### src/pkg/sds_pkg.sv
// shared constants and types of the system data / address / sleep command handler
package sds_pkg;

    // ************************************************************
    // register byte offsets on the apb
    // ************************************************************
    localparam logic [7:0] OFS_CMD     = 8'h00; // command launch
    localparam logic [7:0] OFS_ARG     = 8'h04; // 16-bit offset argument
    localparam logic [7:0] OFS_NEWA_LO = 8'h08; // new address bytes 0..3
    localparam logic [7:0] OFS_NEWA_HI = 8'h0c; // new address bytes 4..5
    localparam logic [7:0] OFS_STATUS  = 8'h10; // busy, error, sleep state
    localparam logic [7:0] OFS_RSP     = 8'h14; // response byte, read pops
    localparam logic [7:0] OFS_CURA_LO = 8'h18; // address in effect, bytes 0..3
    localparam logic [7:0] OFS_CURA_HI = 8'h1c; // address in effect, bytes 4..5
    localparam logic [7:0] OFS_CFG     = 8'h20; // privacy, init list info
    localparam logic [7:0] OFS_STORE   = 8'h24; // user store byte write

    // ************************************************************
    // field positions
    // ************************************************************
    localparam int CMD_OP_LSB   = 0;  // 2-bit opcode
    localparam int CMD_MODE_LSB = 4;  // 4-bit read mode
    localparam int CMD_CNT_LSB  = 8;  // 6-bit byte count
    localparam int ST_BUSY      = 0;
    localparam int ST_ERR       = 1;
    localparam int ST_SLP_LSB   = 4;  // 2-bit configured level
    localparam int ST_NORM      = 8;  // normal sleep permitted now
    localparam int ST_DEEP      = 9;  // deep sleep permitted now
    localparam int ST_PRIV      = 10;
    localparam int RSP_VALID    = 8;
    localparam int CFG_PRIV     = 0;
    localparam int CFG_DIS      = 1;  // init list disabled
    localparam int CFG_CNT_LSB  = 8;  // 8-bit init command count
    localparam int STORE_A_LSB  = 8;  // store write address field

    // ************************************************************
    // opcodes, modes, windows and sizes
    // ************************************************************
    typedef enum logic [1:0] {
        OP_READ      = 2'h0, // read_user_store_cmd
        OP_SET_ADDR  = 2'h1, // set_public_addr_cmd
        OP_GET_ADDR  = 2'h2, // get_public_addr_cmd
        OP_SET_SLEEP = 2'h3  // set_sleep_level_cmd
    } sds_op_t;

    localparam logic [3:0]  MODE_USER  = 4'h0;
    localparam logic [3:0]  MODE_REG   = 4'h1;
    localparam logic [3:0]  MODE_RAM   = 4'h2;
    localparam logic [3:0]  MODE_INIT  = 4'h3;
    localparam logic [3:0]  MODE_INFO  = 4'h4;
    localparam logic [3:0]  MODE_REG2  = 4'he;
    localparam logic [3:0]  MODE_LIST  = 4'hf;
    localparam logic [31:0] REG_BASE   = 32'h0032_0000;
    localparam logic [31:0] RAM_BASE   = 32'h0022_0000;
    localparam logic [31:0] REG2_BASE  = 32'h0033_0000;
    localparam logic [31:0] INIT_BASE  = 32'h0040_0000; // init list window
    localparam logic [8:0]  STORE_SIZE = 9'h100;
    localparam logic [5:0]  CNT_MIN    = 6'h01;
    localparam logic [5:0]  CNT_MAX    = 6'h20;
    localparam logic [5:0]  REG_BYTES  = 6'h04; // fixed word for register modes
    localparam logic [5:0]  INIT_BYTES = 6'h04; // bytes per stored init command
    localparam logic [5:0]  INFO_BYTES = 6'h02;
    localparam logic [5:0]  ADDR_BYTES = 6'h06;
    localparam logic [7:0]  LIST_MAX   = 8'h08; // init commands that fit 32 bytes
    localparam logic [1:0]  SLP_OFF    = 2'h0;
    localparam logic [1:0]  SLP_NORMAL = 2'h1;
    localparam logic [1:0]  SLP_DEEP   = 2'h2;

    // activity that forbids deep sleep
    typedef struct packed {
        logic radio;
        logic pwm;
        logic uart;
    } sds_act_t;

    // one write into the user store
    typedef struct packed {
        logic       we;
        logic [7:0] addr;
        logic [7:0] data;
    } sds_wr_t;

endpackage

### src/rtl/sds_store.sv
// 256-byte user store with registered read data
module sds_store
    import sds_pkg::*;
(
    input  wire logic       pclk,
    input  wire logic       ce,
    input  wire sds_wr_t    wr,
    input  wire logic [7:0] raddr,
    output logic      [7:0] rdata
);
    // ************************************************************
    // storage array, no reset: contents model nonvolatile cells
    // ************************************************************
    logic [7:0] mem [256];

    // write and read share the clock enable so a freeze holds both
    always_ff @(posedge pclk) begin
        if (ce) begin
            if (wr.we) begin
                mem[wr.addr] <= wr.data;
            end
            rdata <= mem[raddr];
        end
    end
endmodule // sds_store

### src/rtl/sds_buf2.sv
// two-entry buffer with valid/ready on both sides
module sds_buf2
    import sds_pkg::*;
(
    input  wire logic       pclk,
    input  wire logic       presetn,
    input  wire logic       ce,
    input  wire logic       in_valid,
    output logic            in_ready,
    input  wire logic [7:0] in_data,
    output logic            out_valid,
    input  wire logic       out_ready,
    output logic      [7:0] out_data
);
    typedef struct packed {
        logic [1:0][7:0] ent; // entry 0 is the head
        logic [1:0]      cnt; // 0, 1 or 2 words held
    } sds_buf_t;

    sds_buf_t s_q, s_d;
    logic     push, pop;

    // ************************************************************
    // handshake and next state
    // ************************************************************
    always_comb begin
        in_ready  = (s_q.cnt != 2'h2);
        out_valid = (s_q.cnt != 2'h0);
        out_data  = s_q.ent[0];
        push      = in_valid & in_ready;
        pop       = out_valid & out_ready;
        s_d       = s_q;
        // shift head out first, then land the new word behind what stays
        if (pop) begin
            s_d.ent[0] = s_q.ent[1];
        end
        if (push) begin
            s_d.ent[s_q.cnt - {1'b0, pop}] = in_data;
        end
        s_d.cnt = s_q.cnt + {1'b0, push} - {1'b0, pop};
    end

    always_ff @(posedge pclk or negedge presetn) begin
        if (!presetn) begin
            s_q <= '0;
        end else if (ce) begin
            s_q <= s_d;
        end
    end
endmodule // sds_buf2

### src/rtl/sds_cmd.sv
// command handler: user store read, public address set/get, sleep level
// Operation
// - 256-byte store, read 1 to 32 bytes
// - binary payload between 3 and 35 bytes
// - text answer spans 13 to 77 characters
// - mode 0 reads store, offset 0 to ff
// - mode 1 reads 0x320000 plus offset
// - mode 2 reads 0x220000 plus offset
// - mode e reads 0x330000 plus offset
// - mode 3 init command, mode 4 info
// - mode f dumps init list, ignores arguments
// - count 1 to 32, used in modes 0,2
// - length byte precedes the data bytes
// - default address is the factory address
// - all-zero set restores factory address
// - privacy presents a random address
// - get returns six-byte address in effect
// - level 0 off, 1 normal, 2 deep
// - no deep sleep during radio, pwm, serial
//
// Design decisions made here: the register offsets and the APB slave port.
module sds_cmd
    import sds_pkg::*;
(
    input  wire logic        pclk,
    input  wire logic        presetn,
    input  wire logic        ce,
    input  wire logic        psel,
    input  wire logic        penable,
    input  wire logic        pwrite,
    input  wire logic [7:0]  paddr,
    input  wire logic [31:0] pwdata,
    output logic      [31:0] prdata,
    output logic             pready,
    output logic             pslverr,
    input  wire logic [47:0] factory_addr,  // chip-derived public address
    input  wire logic [47:0] random_addr,   // private address source
    input  wire sds_act_t    activity_pin,  // asynchronous activity levels
    output logic      [31:0] dbg_addr,      // debug window byte address
    output logic             dbg_req,       // held until dbg_ack
    input  wire logic        dbg_ack,
    input  wire logic [7:0]  dbg_rdata,
    output logic      [47:0] peer_addr,     // address shown to peers
    output logic             sleep_normal_ok,
    output logic             sleep_deep_ok
);
    // ************************************************************
    // types and state
    // ************************************************************
    typedef enum logic [2:0] {
        ST_IDLE  = 3'b000, // waiting for a command
        ST_LEN   = 3'b001, // pushing the length byte
        ST_FETCH = 3'b010, // presenting a read address
        ST_WAIT  = 3'b011, // waiting for the byte
        ST_PUSH  = 3'b100  // pushing a data byte
    } sds_st_t;

    typedef enum logic [1:0] {
        SRC_MEM  = 2'h0, // user store
        SRC_DBG  = 2'h1, // debug windows and init list
        SRC_PUB  = 2'h2, // address in effect
        SRC_INFO = 2'h3  // init list info
    } sds_src_t;

    typedef struct packed {
        sds_st_t     st;
        sds_src_t    src;
        logic [5:0]  cnt;      // data bytes still to send
        logic [5:0]  len;      // data bytes in this answer
        logic [31:0] addr;     // running read address
        logic [7:0]  dbyte;    // byte waiting to be pushed
        logic [15:0] arg;
        logic [47:0] new_addr; // staged address for a set
        logic [47:0] pub;      // public address from the last set
        logic        pub_set;  // software address overrides factory
        logic        priv;
        logic        err;
        logic [1:0]  level;
        logic        list_dis;
        logic [7:0]  list_cnt;
        logic [2:0]  s1, s2, s3; // activity synchroniser stages
        logic [2:0]  act;        // accepted activity levels
        logic        dbg_req;
        logic [31:0] prdata;
        logic        pready;
        logic        pslverr;
        logic [47:0] peer;
        logic        slp_n;
        logic        slp_d;
    } sds_state_t;

    sds_state_t s_q, s_d;

    // store, buffer and helper wires
    sds_wr_t     st_wr;       // store write port
    logic [7:0]  st_rdata;    // store read data, one cycle after fetch
    logic        buf_in_valid;
    logic        buf_in_ready;
    logic [7:0]  buf_in_data;
    logic        buf_out_valid;
    logic        buf_out_ready;
    logic [7:0]  buf_out_data;
    logic        setup;       // apb setup cycle
    logic        wr_en;
    logic        rd_en;
    logic [3:0]  mode;
    logic [5:0]  cnt_arg;
    logic [8:0]  span;
    logic [47:0] eff_addr;
    logic [7:0]  nlist;

    // ************************************************************
    // submodules
    // ************************************************************
    sds_store u_store (
        .pclk  (pclk),
        .ce    (ce),
        .wr    (st_wr),
        .raddr (s_q.addr[7:0]),
        .rdata (st_rdata)
    );

    // a stalled reader backs up here and holds the command engine
    sds_buf2 u_buf (
        .pclk      (pclk),
        .presetn   (presetn),
        .ce        (ce),
        .in_valid  (buf_in_valid),
        .in_ready  (buf_in_ready),
        .in_data   (buf_in_data),
        .out_valid (buf_out_valid),
        .out_ready (buf_out_ready),
        .out_data  (buf_out_data)
    );

    // ************************************************************
    // next-state logic
    // ************************************************************
    always_comb begin
        s_d           = s_q;
        setup         = psel & ~penable & ~s_q.pready;
        wr_en         = setup & pwrite;
        rd_en         = setup & ~pwrite;
        mode          = pwdata[CMD_MODE_LSB +: 4];
        cnt_arg       = pwdata[CMD_CNT_LSB +: 6];
        span          = {1'b0, s_q.arg[7:0]} + {3'b000, cnt_arg};
        // user overrides factory only while an override is held
        eff_addr      = s_q.pub_set ? s_q.pub : factory_addr;
        nlist         = (s_q.list_cnt > LIST_MAX) ? LIST_MAX : s_q.list_cnt;
        st_wr.we      = wr_en & (paddr == OFS_STORE);
        st_wr.addr    = pwdata[STORE_A_LSB +: 8];
        st_wr.data    = pwdata[7:0];
        buf_in_valid  = 1'b0;
        buf_in_data   = s_q.dbyte;
        buf_out_ready = rd_en & (paddr == OFS_RSP);

        // apb slave: answer in the access cycle right after setup
        s_d.pready  = setup;
        s_d.pslverr = 1'b0;
        s_d.prdata  = '0;
        if (rd_en) begin
            case (paddr)
                OFS_ARG:     s_d.prdata = {16'h0000, s_q.arg};
                OFS_NEWA_LO: s_d.prdata = s_q.new_addr[31:0];
                OFS_NEWA_HI: s_d.prdata = {16'h0000, s_q.new_addr[47:32]};
                OFS_STATUS: begin
                    s_d.prdata[ST_BUSY]          = (s_q.st != ST_IDLE);
                    s_d.prdata[ST_ERR]           = s_q.err;
                    s_d.prdata[ST_SLP_LSB +: 2]  = s_q.level;
                    s_d.prdata[ST_NORM]          = s_q.slp_n;
                    s_d.prdata[ST_DEEP]          = s_q.slp_d;
                    s_d.prdata[ST_PRIV]          = s_q.priv;
                end
                OFS_RSP: begin
                    s_d.prdata[7:0]       = buf_out_data;
                    s_d.prdata[RSP_VALID] = buf_out_valid;
                end
                OFS_CURA_LO: s_d.prdata = eff_addr[31:0];
                OFS_CURA_HI: s_d.prdata = {16'h0000, eff_addr[47:32]};
                OFS_CFG: begin
                    s_d.prdata[CFG_PRIV]         = s_q.priv;
                    s_d.prdata[CFG_DIS]          = s_q.list_dis;
                    s_d.prdata[CFG_CNT_LSB +: 8] = s_q.list_cnt;
                end
                OFS_CMD, OFS_STORE: s_d.prdata = '0; // write-only
                default: s_d.pslverr = 1'b1;      // unmapped
            endcase
        end
        if (wr_en) begin
            case (paddr)
                OFS_ARG:     s_d.arg = pwdata[15:0];
                OFS_NEWA_LO: s_d.new_addr[31:0] = pwdata;
                OFS_NEWA_HI: s_d.new_addr[47:32] = pwdata[15:0];
                OFS_CFG: begin
                    s_d.priv     = pwdata[CFG_PRIV];
                    s_d.list_dis = pwdata[CFG_DIS];
                    s_d.list_cnt = pwdata[CFG_CNT_LSB +: 8];
                end
                OFS_CMD, OFS_STORE: s_d.pslverr = 1'b0; // command launched below, store write decoded above
                default: s_d.pslverr = 1'b1;
            endcase
        end

        // command launch; a command while busy is refused with an error
        if (wr_en && (paddr == OFS_CMD)) begin
            s_d.err = 1'b0;
            if (s_q.st != ST_IDLE) begin
                s_d.err = 1'b1;
            end else begin
                case (sds_op_t'(pwdata[CMD_OP_LSB +: 2]))
                    OP_SET_ADDR: begin
                        s_d.pub_set = (s_q.new_addr != '0); // zeros: factory address
                        s_d.pub     = s_q.new_addr;
                    end
                    OP_GET_ADDR: begin
                        s_d.src = SRC_PUB;
                        s_d.len = ADDR_BYTES;
                        s_d.st  = ST_LEN;
                    end
                    OP_SET_SLEEP: begin
                        // level sits in the argument register: the opcode owns bits 1:0
                        s_d.err   = (s_q.arg > {14'h0000, SLP_DEEP});
                        s_d.level = s_d.err ? s_q.level : s_q.arg[1:0];
                    end
                    OP_READ: begin
                        s_d.st  = ST_LEN;
                        s_d.src = SRC_DBG;
                        s_d.len = REG_BYTES;
                        case (mode)
                            MODE_USER: begin
                                s_d.src  = SRC_MEM;
                                s_d.len  = cnt_arg;
                                s_d.addr = {24'h000000, s_q.arg[7:0]};
                                // offset above ff, bad count or overrun
                                if ((s_q.arg[15:8] != 8'h00) ||
                                    (cnt_arg < CNT_MIN) || (cnt_arg > CNT_MAX) ||
                                    (span > STORE_SIZE)) begin
                                    s_d.err = 1'b1;
                                    s_d.st  = ST_IDLE;
                                end
                            end
                            MODE_REG:  s_d.addr = REG_BASE + {16'h0000, s_q.arg};
                            MODE_REG2: s_d.addr = REG2_BASE + {16'h0000, s_q.arg};
                            MODE_RAM: begin
                                s_d.addr = RAM_BASE + {16'h0000, s_q.arg};
                                s_d.len  = cnt_arg;
                                if ((cnt_arg < CNT_MIN) || (cnt_arg > CNT_MAX)) begin
                                    s_d.err = 1'b1;
                                    s_d.st  = ST_IDLE;
                                end
                            end
                            MODE_INIT: begin
                                s_d.len  = INIT_BYTES;
                                s_d.addr = INIT_BASE + {16'h0000, s_q.arg[13:0], 2'b00};
                            end
                            MODE_INFO: begin
                                s_d.src = SRC_INFO;
                                s_d.len = INFO_BYTES;
                            end
                            MODE_LIST: begin
                                s_d.addr = INIT_BASE; // offset and count unused
                                s_d.len  = {nlist[3:0], 2'b00};
                            end
                            default: begin
                                s_d.err = 1'b1;
                                s_d.st  = ST_IDLE;
                            end
                        endcase
                    end
                    default: s_d.err = 1'b1;
                endcase
            end
        end

        // response engine; a full buffer holds it in place
        case (s_q.st)
            ST_IDLE: s_d.dbyte = s_q.dbyte;
            ST_LEN: begin
                buf_in_valid = 1'b1;
                buf_in_data  = {2'b00, s_q.len};
                if (buf_in_ready) begin
                    s_d.cnt = s_q.len;
                    s_d.st  = (s_q.len == '0) ? ST_IDLE : ST_FETCH;
                end
            end
            ST_FETCH: begin
                s_d.st      = ST_WAIT;
                s_d.dbg_req = (s_q.src == SRC_DBG);
            end
            ST_WAIT: begin
                case (s_q.src)
                    SRC_MEM: begin
                        s_d.dbyte = st_rdata;
                        s_d.st    = ST_PUSH;
                    end
                    SRC_DBG: begin
                        if (dbg_ack) begin
                            s_d.dbyte   = dbg_rdata;
                            s_d.dbg_req = 1'b0;
                            s_d.st      = ST_PUSH;
                        end
                    end
                    SRC_PUB: begin
                        s_d.dbyte = eff_addr[s_q.addr[2:0] * 8 +: 8];
                        s_d.st    = ST_PUSH;
                    end
                    default: begin
                        s_d.dbyte = s_q.addr[0] ? s_q.list_cnt
                                                : {7'h00, s_q.list_dis};
                        s_d.st    = ST_PUSH;
                    end
                endcase
            end
            ST_PUSH: begin
                buf_in_valid = 1'b1;
                if (buf_in_ready) begin
                    s_d.cnt  = s_q.cnt - 6'h01;
                    s_d.addr = s_q.addr + 32'h0000_0001;
                    s_d.st   = (s_q.cnt == 6'h01) ? ST_IDLE : ST_FETCH;
                end
            end
            default: s_d.st = ST_IDLE;
        endcase
        if ((s_q.st == ST_IDLE) && (s_d.st == ST_LEN) && (s_d.src >= SRC_PUB)) begin
            s_d.addr = '0; // address bytes and info walk from byte 0
        end

        // activity pins: three stages, change taken when stages 2 and 3 agree
        s_d.s1 = activity_pin;
        s_d.s2 = s_q.s1;
        s_d.s3 = s_q.s2;
        for (int i = 0; i < 3; i++) begin
            if (s_q.s2[i] == s_q.s3[i]) begin
                s_d.act[i] = s_q.s3[i];
            end
        end

        // sleep permission from configured level and activity
        s_d.slp_n = (s_q.level != SLP_OFF);
        s_d.slp_d = (s_q.level == SLP_DEEP) && (s_q.act == 3'b000);
        // peers see the random address while privacy is on
        s_d.peer  = s_q.priv ? random_addr : eff_addr;
    end

    // ************************************************************
    // state register
    // ************************************************************
    always_ff @(posedge pclk or negedge presetn) begin
        if (!presetn) begin
            s_q <= '0;
        end else if (ce) begin
            s_q <= s_d;
        end
    end

    // outputs straight from the state flip-flops
    assign prdata          = s_q.prdata;
    assign pready          = s_q.pready;
    assign pslverr         = s_q.pslverr;
    assign dbg_addr        = s_q.addr;
    assign dbg_req         = s_q.dbg_req;
    assign peer_addr       = s_q.peer;
    assign sleep_normal_ok = s_q.slp_n;
    assign sleep_deep_ok   = s_q.slp_d;
endmodule // sds_cmd

### config.mk
export PLATFORM = sky130hd
export DESIGN_NAME = sds_cmd
export DESIGN_NICKNAME = d
export VERILOG_FILES = /design/src/pkg/sds_pkg.sv /design/src/rtl/sds_store.sv /design/src/rtl/sds_buf2.sv /design/src/rtl/sds_cmd.sv
export SDC_FILE = /design/constraint.sdc
export NUM_CORES = 2
export LEC_CHECK = 0
export ABC_AREA = 1
export BUFFER_PORTS_ARGS = -buffer_cell sky130_fd_sc_hd__buf_2
export CORE_MARGIN = 2
export CORE_UTILIZATION = 37
export CTS_BUF_LIST = sky130_fd_sc_hd__clkbuf_8
export DETAILED_ROUTE_END_ITERATION = 8
export SETUP_SLACK_MARGIN = 0.1
export SLEW_MARGIN = 30
export SYNTH_ARGS = -nofsm -noshare
export SYNTH_HDL_FRONTEND = slang
export SYNTH_SLANG_ARGS = --single-unit
### constraint.sdc
create_clock -name pclk -period 6 [get_ports pclk]
set_input_delay 0.3 -clock pclk [delete_from_list [all_inputs] [get_ports pclk]]
set_output_delay 0.3 -clock pclk [all_outputs]
set_load 0.05 [all_outputs]
Word-level counts from Yosys, hierarchy flattened
Memories as Yosys holds them, arrays and structs flattened. A register that Yosys moved wholly into a read port is not among the register bits.
Index checks and enable logic that the tools add are counted.
{"block": "totals", "reg_bits": 298, "ramBits": 2048, "input_bits": 154, "output_inout_bits": 117, "word_cells": 209, "mem_count": 1}
{"block": "op_classes", "add_sub_neg": 10, "order_cmp": 8, "eq_ne": 36, "shift": 1, "mux": 63, "n_bitwise": 13, "reduce_logical": 45}
{"memory": "u_store.mem", "depth": 256, "word_bits": 8, "rd": 1, "rd_clocked_by_memory_dff": 1, "write_ports": 1, "line_no": "sds_store.sv:14", "rtl": "logic [7:0] mem [256];"}
{"operator": "$mux W32", "n": 7}
{"operator": "$pmux W32 S6", "n": 1}
{"operator": "$mux W48", "n": 2}
{"operator": "$add A22 B16 Y23 const A", "n": 3}
{"operator": "$mux W8", "n": 6}
{"operator": "$reduce_bool A48 Y1", "n": 1}
{"operator": "$shiftx A48 B7 Y8", "n": 1}
{"operator": "$add A32 B1 Y32 const B", "n": 1}
{"operator": "$eq A8 B5 Y1 const B", "n": 4}
{"operator": "$pmux W16 S2", "n": 1}
{"operator": "$pmux W5 S6", "n": 1}
{"operator": "$pmux W2 S7", "n": 2}
{"operator": "$add A23 B16 Y24 const A", "n": 1}
{"operator": "$pmux W2 S6", "n": 2}
{"operator": "$pmux W6 S2", "n": 2}
{"operator": "$pmux W8 S3", "n": 1}
{"operator": "$pmux W6 S3", "n": 1}
{"operator": "$bwmux W16", "n": 1}
{"operator": "$eq A8 B4 Y1 const B", "n": 2}
{"operator": "$eq A8 B6 Y1 const B", "n": 2}
{"operator": "$gt A16 B2 Y1 const B", "n": 1}
{"operator": "$pmux W2 S8", "n": 1}
{"operator": "$reduce_and A4 Y1", "n": 4}
{"operator": "$pmux W3 S5", "n": 1}
{"operator": "other kinds (56)", "n": 127}

Depth between registers and ports, before layout
{"block": "depth", "depth_word": 16, "ltp_mapped": 22, "ltp_nobuf": 21}

Cells and area by module
From an unflattened synthesis, not the netlist that was laid out.
{"block": "unflattened", "cells_unflattened": 9288, "area_unflattened_um2": 100949.3}
{"mod": "sds_store", "n_inst": 1, "cells_per_inst": 7005, "area_each_um2": 83577.7, "seq_area_each_um2": 61739.2}
{"mod": "sds_cmd", "n_inst": 1, "cells_per_inst": 2152, "area_each_um2": 16311.9, "seq_area_each_um2": 7006.7}
{"mod": "sds_buf2", "n_inst": 1, "cells_per_inst": 131, "area_each_um2": 1059.8, "seq_area_each_um2": 450.4}

Least setup slack after synthesis
No wires, ideal clock.
{"block": "synth_timing", "path_kind": "register to register", "startpoint": "register s_q, in the netlist pready", "endpoint": "memory u_store.mem[10][0] (enable)", "setup_time_ns": 0.370, "arrival_ns": 2.257, "required_time_ns": 5.630, "path_slack_ns": 3.373, "path_stages_with_launch": 12, "path_buffers": 1, "synth_period_minus_slack_ns": 2.627, "path_cell_list": "dfrtp_1 inv_1 nand2_1 inv_1 nand2_1 nor2_2 and3_1 nand2_1 nor2_1 nand2_1 clkbuf_1 nor2_1"}
{"block": "synth_between", "elab_chain_len": 7}
{"element": "start, declared", "line_no": "sds_cmd.sv:92", "rtl": "sds_state_t s_q, s_d;"}
{"element": "start signal, assigned", "line_no": "sds_cmd.sv:350", "rtl": "s_q <= '0;"}
{"element": "start signal, assigned", "line_no": "sds_cmd.sv:352", "rtl": "s_q <= s_d;"}
{"element": "$not A1 Y1", "line_no": "sds_cmd.sv:141", "rtl": "setup = psel & ~penable & ~s_q.pready;"}
{"element": "$and A1 B1 Y1", "line_no": "sds_cmd.sv:141"}
{"element": "$and A1 B1 Y1", "line_no": "sds_cmd.sv:142", "rtl": "wr_en = setup & pwrite;"}
{"element": "$and A1 B1 Y1", "line_no": "sds_cmd.sv:150", "rtl": "st_wr.we = wr_en & (paddr == OFS_STORE);"}
{"element": "$mux W1", "line_no": "sds_store.sv:19", "rtl": "if (wr.we) begin"}
{"element": "$mux W1", "line_no": "sds_store.sv:18", "rtl": "if (ce) begin"}
{"element": "$mux W1 (not written as such)", "line_no": "sds_store.sv:20", "rtl": "mem[wr.addr] <= wr.data;"}
{"element": "end, declared", "line_no": "sds_store.sv:14"}
No other way between the ends.

Worst setup path in the final report
{"block": "layout_timing", "startpoint": "register s_q, in the netlist dbg_addr[0]", "endpoint": "register s_q[223] (netlist bit)"}
{"block": "layout_between", "elab_chain_len": 2, "elab_cells_between_ends": 3, "classes_between": "1 x shift; 2 x mux"}
{"element": "$shiftx A48 B7 Y8 / $mux W8 (equally long branches)", "line_no": "sds_cmd.sv:304, sds_cmd.sv:308"}
{"element": "$pmux W8 S3 (*)", "line_no": "sds_cmd.sv:291", "rtl": "case (s_q.src)"}
Every way passes the cells marked *; elsewhere a longest branch is shown, timed or not.
A chain may end at the register's enable or synchronous reset.

==> reports/metrics.yaml <==
timing:
  fin_skew_ns: 0.101
  setup_viol: 0
  fin_crit_ns: 4.34
  rsz0062_at_grt: "no"
  maxSlewViolCount: 0
  slew_headroom: 0.258
  fin_crit_sh: 0.723
  finalWorstSetupSlack_ns: 1.66
  final_hold_viol_count: 0
  setup_tns_ns: 0
  max_freq_mhz: 231
  worst_pin_slew_ns: 1.10
synth:
  synth_seq_cells: 2354
  synth.distinct_cells: 63
  synthArstFlopShare: 0.127
  synth_flop_cell: "edfxtp_1"
  synth_edf_count: 2056
  syn_nets: 8518
  synth_warnings: 0
  syn_area_um2: 98000
  syn_area_per_cell_um2: 11.7
  syn_inst: 8348
  seq_area_frac_synth: 0.706
clock_tree:
  cts_resized: 0
  holdBufCountCts: 214
  post_cts_buffers: 0
  cts_buffers: 397
  clockBufferDepth: 4
  clock_latency_ns: 1.11
  cts_sinks: 2354
  root_buffer: "clkbuf_8"
  htree_levels: 5
  cts_tree: "yes"
  clk_pin_slew_ns: 0.06
global_routing:
  track_usage: 0.224
  grt_pass1_wl_mm: 455
  grt_pass1_vias: 67900
  grt_max_degree: 200
  grt_antenna_before_repair: 10
  grt_overflow: 0
hold_path:
  hold_path.class: "in -> reg"
  hold_start: "pwdata[28]"
die:
  die_h_um: 519
  die_area_um2: 269000
  fp-row-count: 188
  die_w_um: 519
  ios: 271
  initial_core_util: 0.373
  coreArea_um2: 263000
critical_path:
  crit_start: "dbg_addr[0]"
  worst_ep_required_time_ns: 6.96
  r2r_cells: 10
  ff2ff_setup_slack_ns: 1.66
  crit_path_end_kind: "register"
  reg2reg_to: "s_q[223]"
  cp.arrival_ns: 5.30
  startpoint_type: "register"
  endpoint: "s_q[223]"
  crit_type: "reg -> reg"
  crit_fanout: 135
  worstReg2RegStart: "dbg_addr[0]"
drt:
  vias_per_cell: 5.65
  routed_wl_mm: 312
  wire_per_inst_um: 25.0
  vias: 70600
  drt_drc_violations_left: 0
  drt_iter0_drc: 8957
  dr.pass1.iters: 6
  postRouteAntennaNets: 0
placement:
  place_ws_ns: 1.78
  port_buffers: 270
  hpwl_mm: 185
  place.gp.congestion: 0.965
final_layout:
  fillers: 24400
  final_common_cell: "edfxtp_1"
  area_growth_pct: 13.7
  drive_gt1_frac: 0.110
  layout_common_cells: "edfxtp_1 (2056), nor2_1 (1466), o21ai_0 (1272), nand2_1 (832), clkbuf_8 (414)"
  num-nets-final: 8849
power:
  vdd_drop_max_uv: 258
  p_leak_nw: 38.4
  power_density_nw_per_um2: 388
flow_run:
  cap_violations: 0
run_status:
  outcome: "finished clean"
==> worst max-delay path, stage by stage, from the launching register on <==
cell           delay (ns)
dfrtp_4              0.75
inv_8                0.58
buf_12               0.50
nand2_1              0.34
o221ai_1             0.58
a32o_1               0.24
nand2_1              0.07
nand4_1              0.09
dlygate4sd3_1        0.55
nand2_1              0.05
inv_1                0.05
==> registers in the layout (all words and copies together), names as in the netlist, 6 cells and up, named ones only <==
signal,count
u_buf.out_data,8
s_d,6
u_buf.s_q,10
u_store.mem,2048
peer_addr,48
dbg_addr,32
s_q,155
u_store.rdata,8
prdata,32
==> stage by stage <==
step | total power, W | utilization | hold slack, ns | instance area (um^2) | instances
detailed placement | 0.0300 | 0.388 | 0.379 | 102000 | 11600
finish | 0.0432 | 0.424 | 0.0997 | 111000 | 12500
global placement | 0.0299 | 0.388 | 0.376 | 102000 | 11600
global route | 0.0449 | 0.424 | 0.0562 | 111000 | 12500
CTS | 0.0432 | 0.424 | 0.00464 | 111000 | 12500
floorplan | 0.0256 | - | 0.00441 | 98000 | 8348
==> power breakdown <==
group	switching (W)	internal [W]	leakage [nW]
combinational	0.00848	0.00303	12.0
sequential	0.000438	0.0181	22.3
clock	0.00643	0.00678	4.06
total	0.0153	0.0279	38.4
==> layout make-up <==
class	count	area (um^2)	share of cell area
clock inverters	274	1410	0.0126
flip-flops and latches	2354	69200	0.622
diodes	7	17.5	0.000157
repair buffers	612	4890	0.0439
inverters	263	1010	0.00911
multi-input cells	5051	24700	0.222
well taps	3515	4400	0.0395
clock buffers	414	5700	0.0512
==> worst min-delay path by stage <==
stage | endpoint | slack (ns) | cells past startpoint
2_1_floorplan | async pin | 0.004 | 0
3_3_place_gp | peer_addr[1] | 0.38 | 1
3_5_place_dp | peer_addr[1] | 0.38 | 1
4_1_cts | prdata[23] | 0.005 | 5
5_1_grt | s_q[187] | 0.06 | 4
6_report | s_q[187] | 0.1 | 4
==> cell usage after synthesis, types with 5 or more instances <==
library cell | instances | share of area
nor2_2 | 9 | 0.00057
buf_2 | 104 | 0.0053
nand2_2 | 5 | 0.00032
o21ai_0 | 1272 | 0.065
nor4_1 | 20 | 0.0013
o2111ai_1 | 7 | 0.00063
mux2i_1 | 12 | 0.0012
o221ai_1 | 165 | 0.015
buf_1 | 25 | 0.00096
nor3_1 | 19 | 0.00097
clkbuf_1 | 427 | 0.016
a31oi_1 | 12 | 0.00077
o21ai_1 | 18 | 0.00092
inv_2 | 10 | 0.00038
a21oi_1 | 211 | 0.011
nand2_1 | 850 | 0.033
nand4_1 | 51 | 0.0033
dfrtp_1 | 298 | 0.076
nand3_1 | 256 | 0.013
a22o_1 | 16 | 0.0014
inv_1 | 249 | 0.0095
buf_4 | 123 | 0.0094
o22ai_1 | 404 | 0.026
a32o_1 | 11 | 0.0011
a211oi_1 | 5 | 0.00038
or2_2 | 26 | 0.0017
nor2_1 | 1470 | 0.056
xor2_1 | 7 | 0.00063
nor2_4 | 6 | 0.00069
edfxtp_1 | 2056 | 0.63
ha_1 | 15 | 0.0019
o211ai_1 | 130 | 0.010
==> metal layers <==
layer | part of all wire | GRT usage | up-vias
met5 | 0.000096 | 0 | -
met4 | 0.040 | 0.0905 | 4
met3 | 0.099 | 0.0501 | 687
met2 | 0.45 | 0.346 | 4101
met1 | 0.41 | 0.306 | 34800
li1 | - | - | 31000
==> kinds of logic (layout without fill, tap and decap cells) <==
group                      Yosys count  after routing  synth area share
muxes                               12             12           0.00123
and+or+nand+nor                   2733           2733             0.113
other                                0              7                 0
adders and majority gates           16             16           0.00212
buffers and inverters              943           1563            0.0423
AOI/OAI and AO/OA                 2281           2281             0.134
xor gates and xnor gates             9              9          0.000805
DFF                               2354           2354             0.706
No activity file was read; power rests on OpenSTA's default activity.
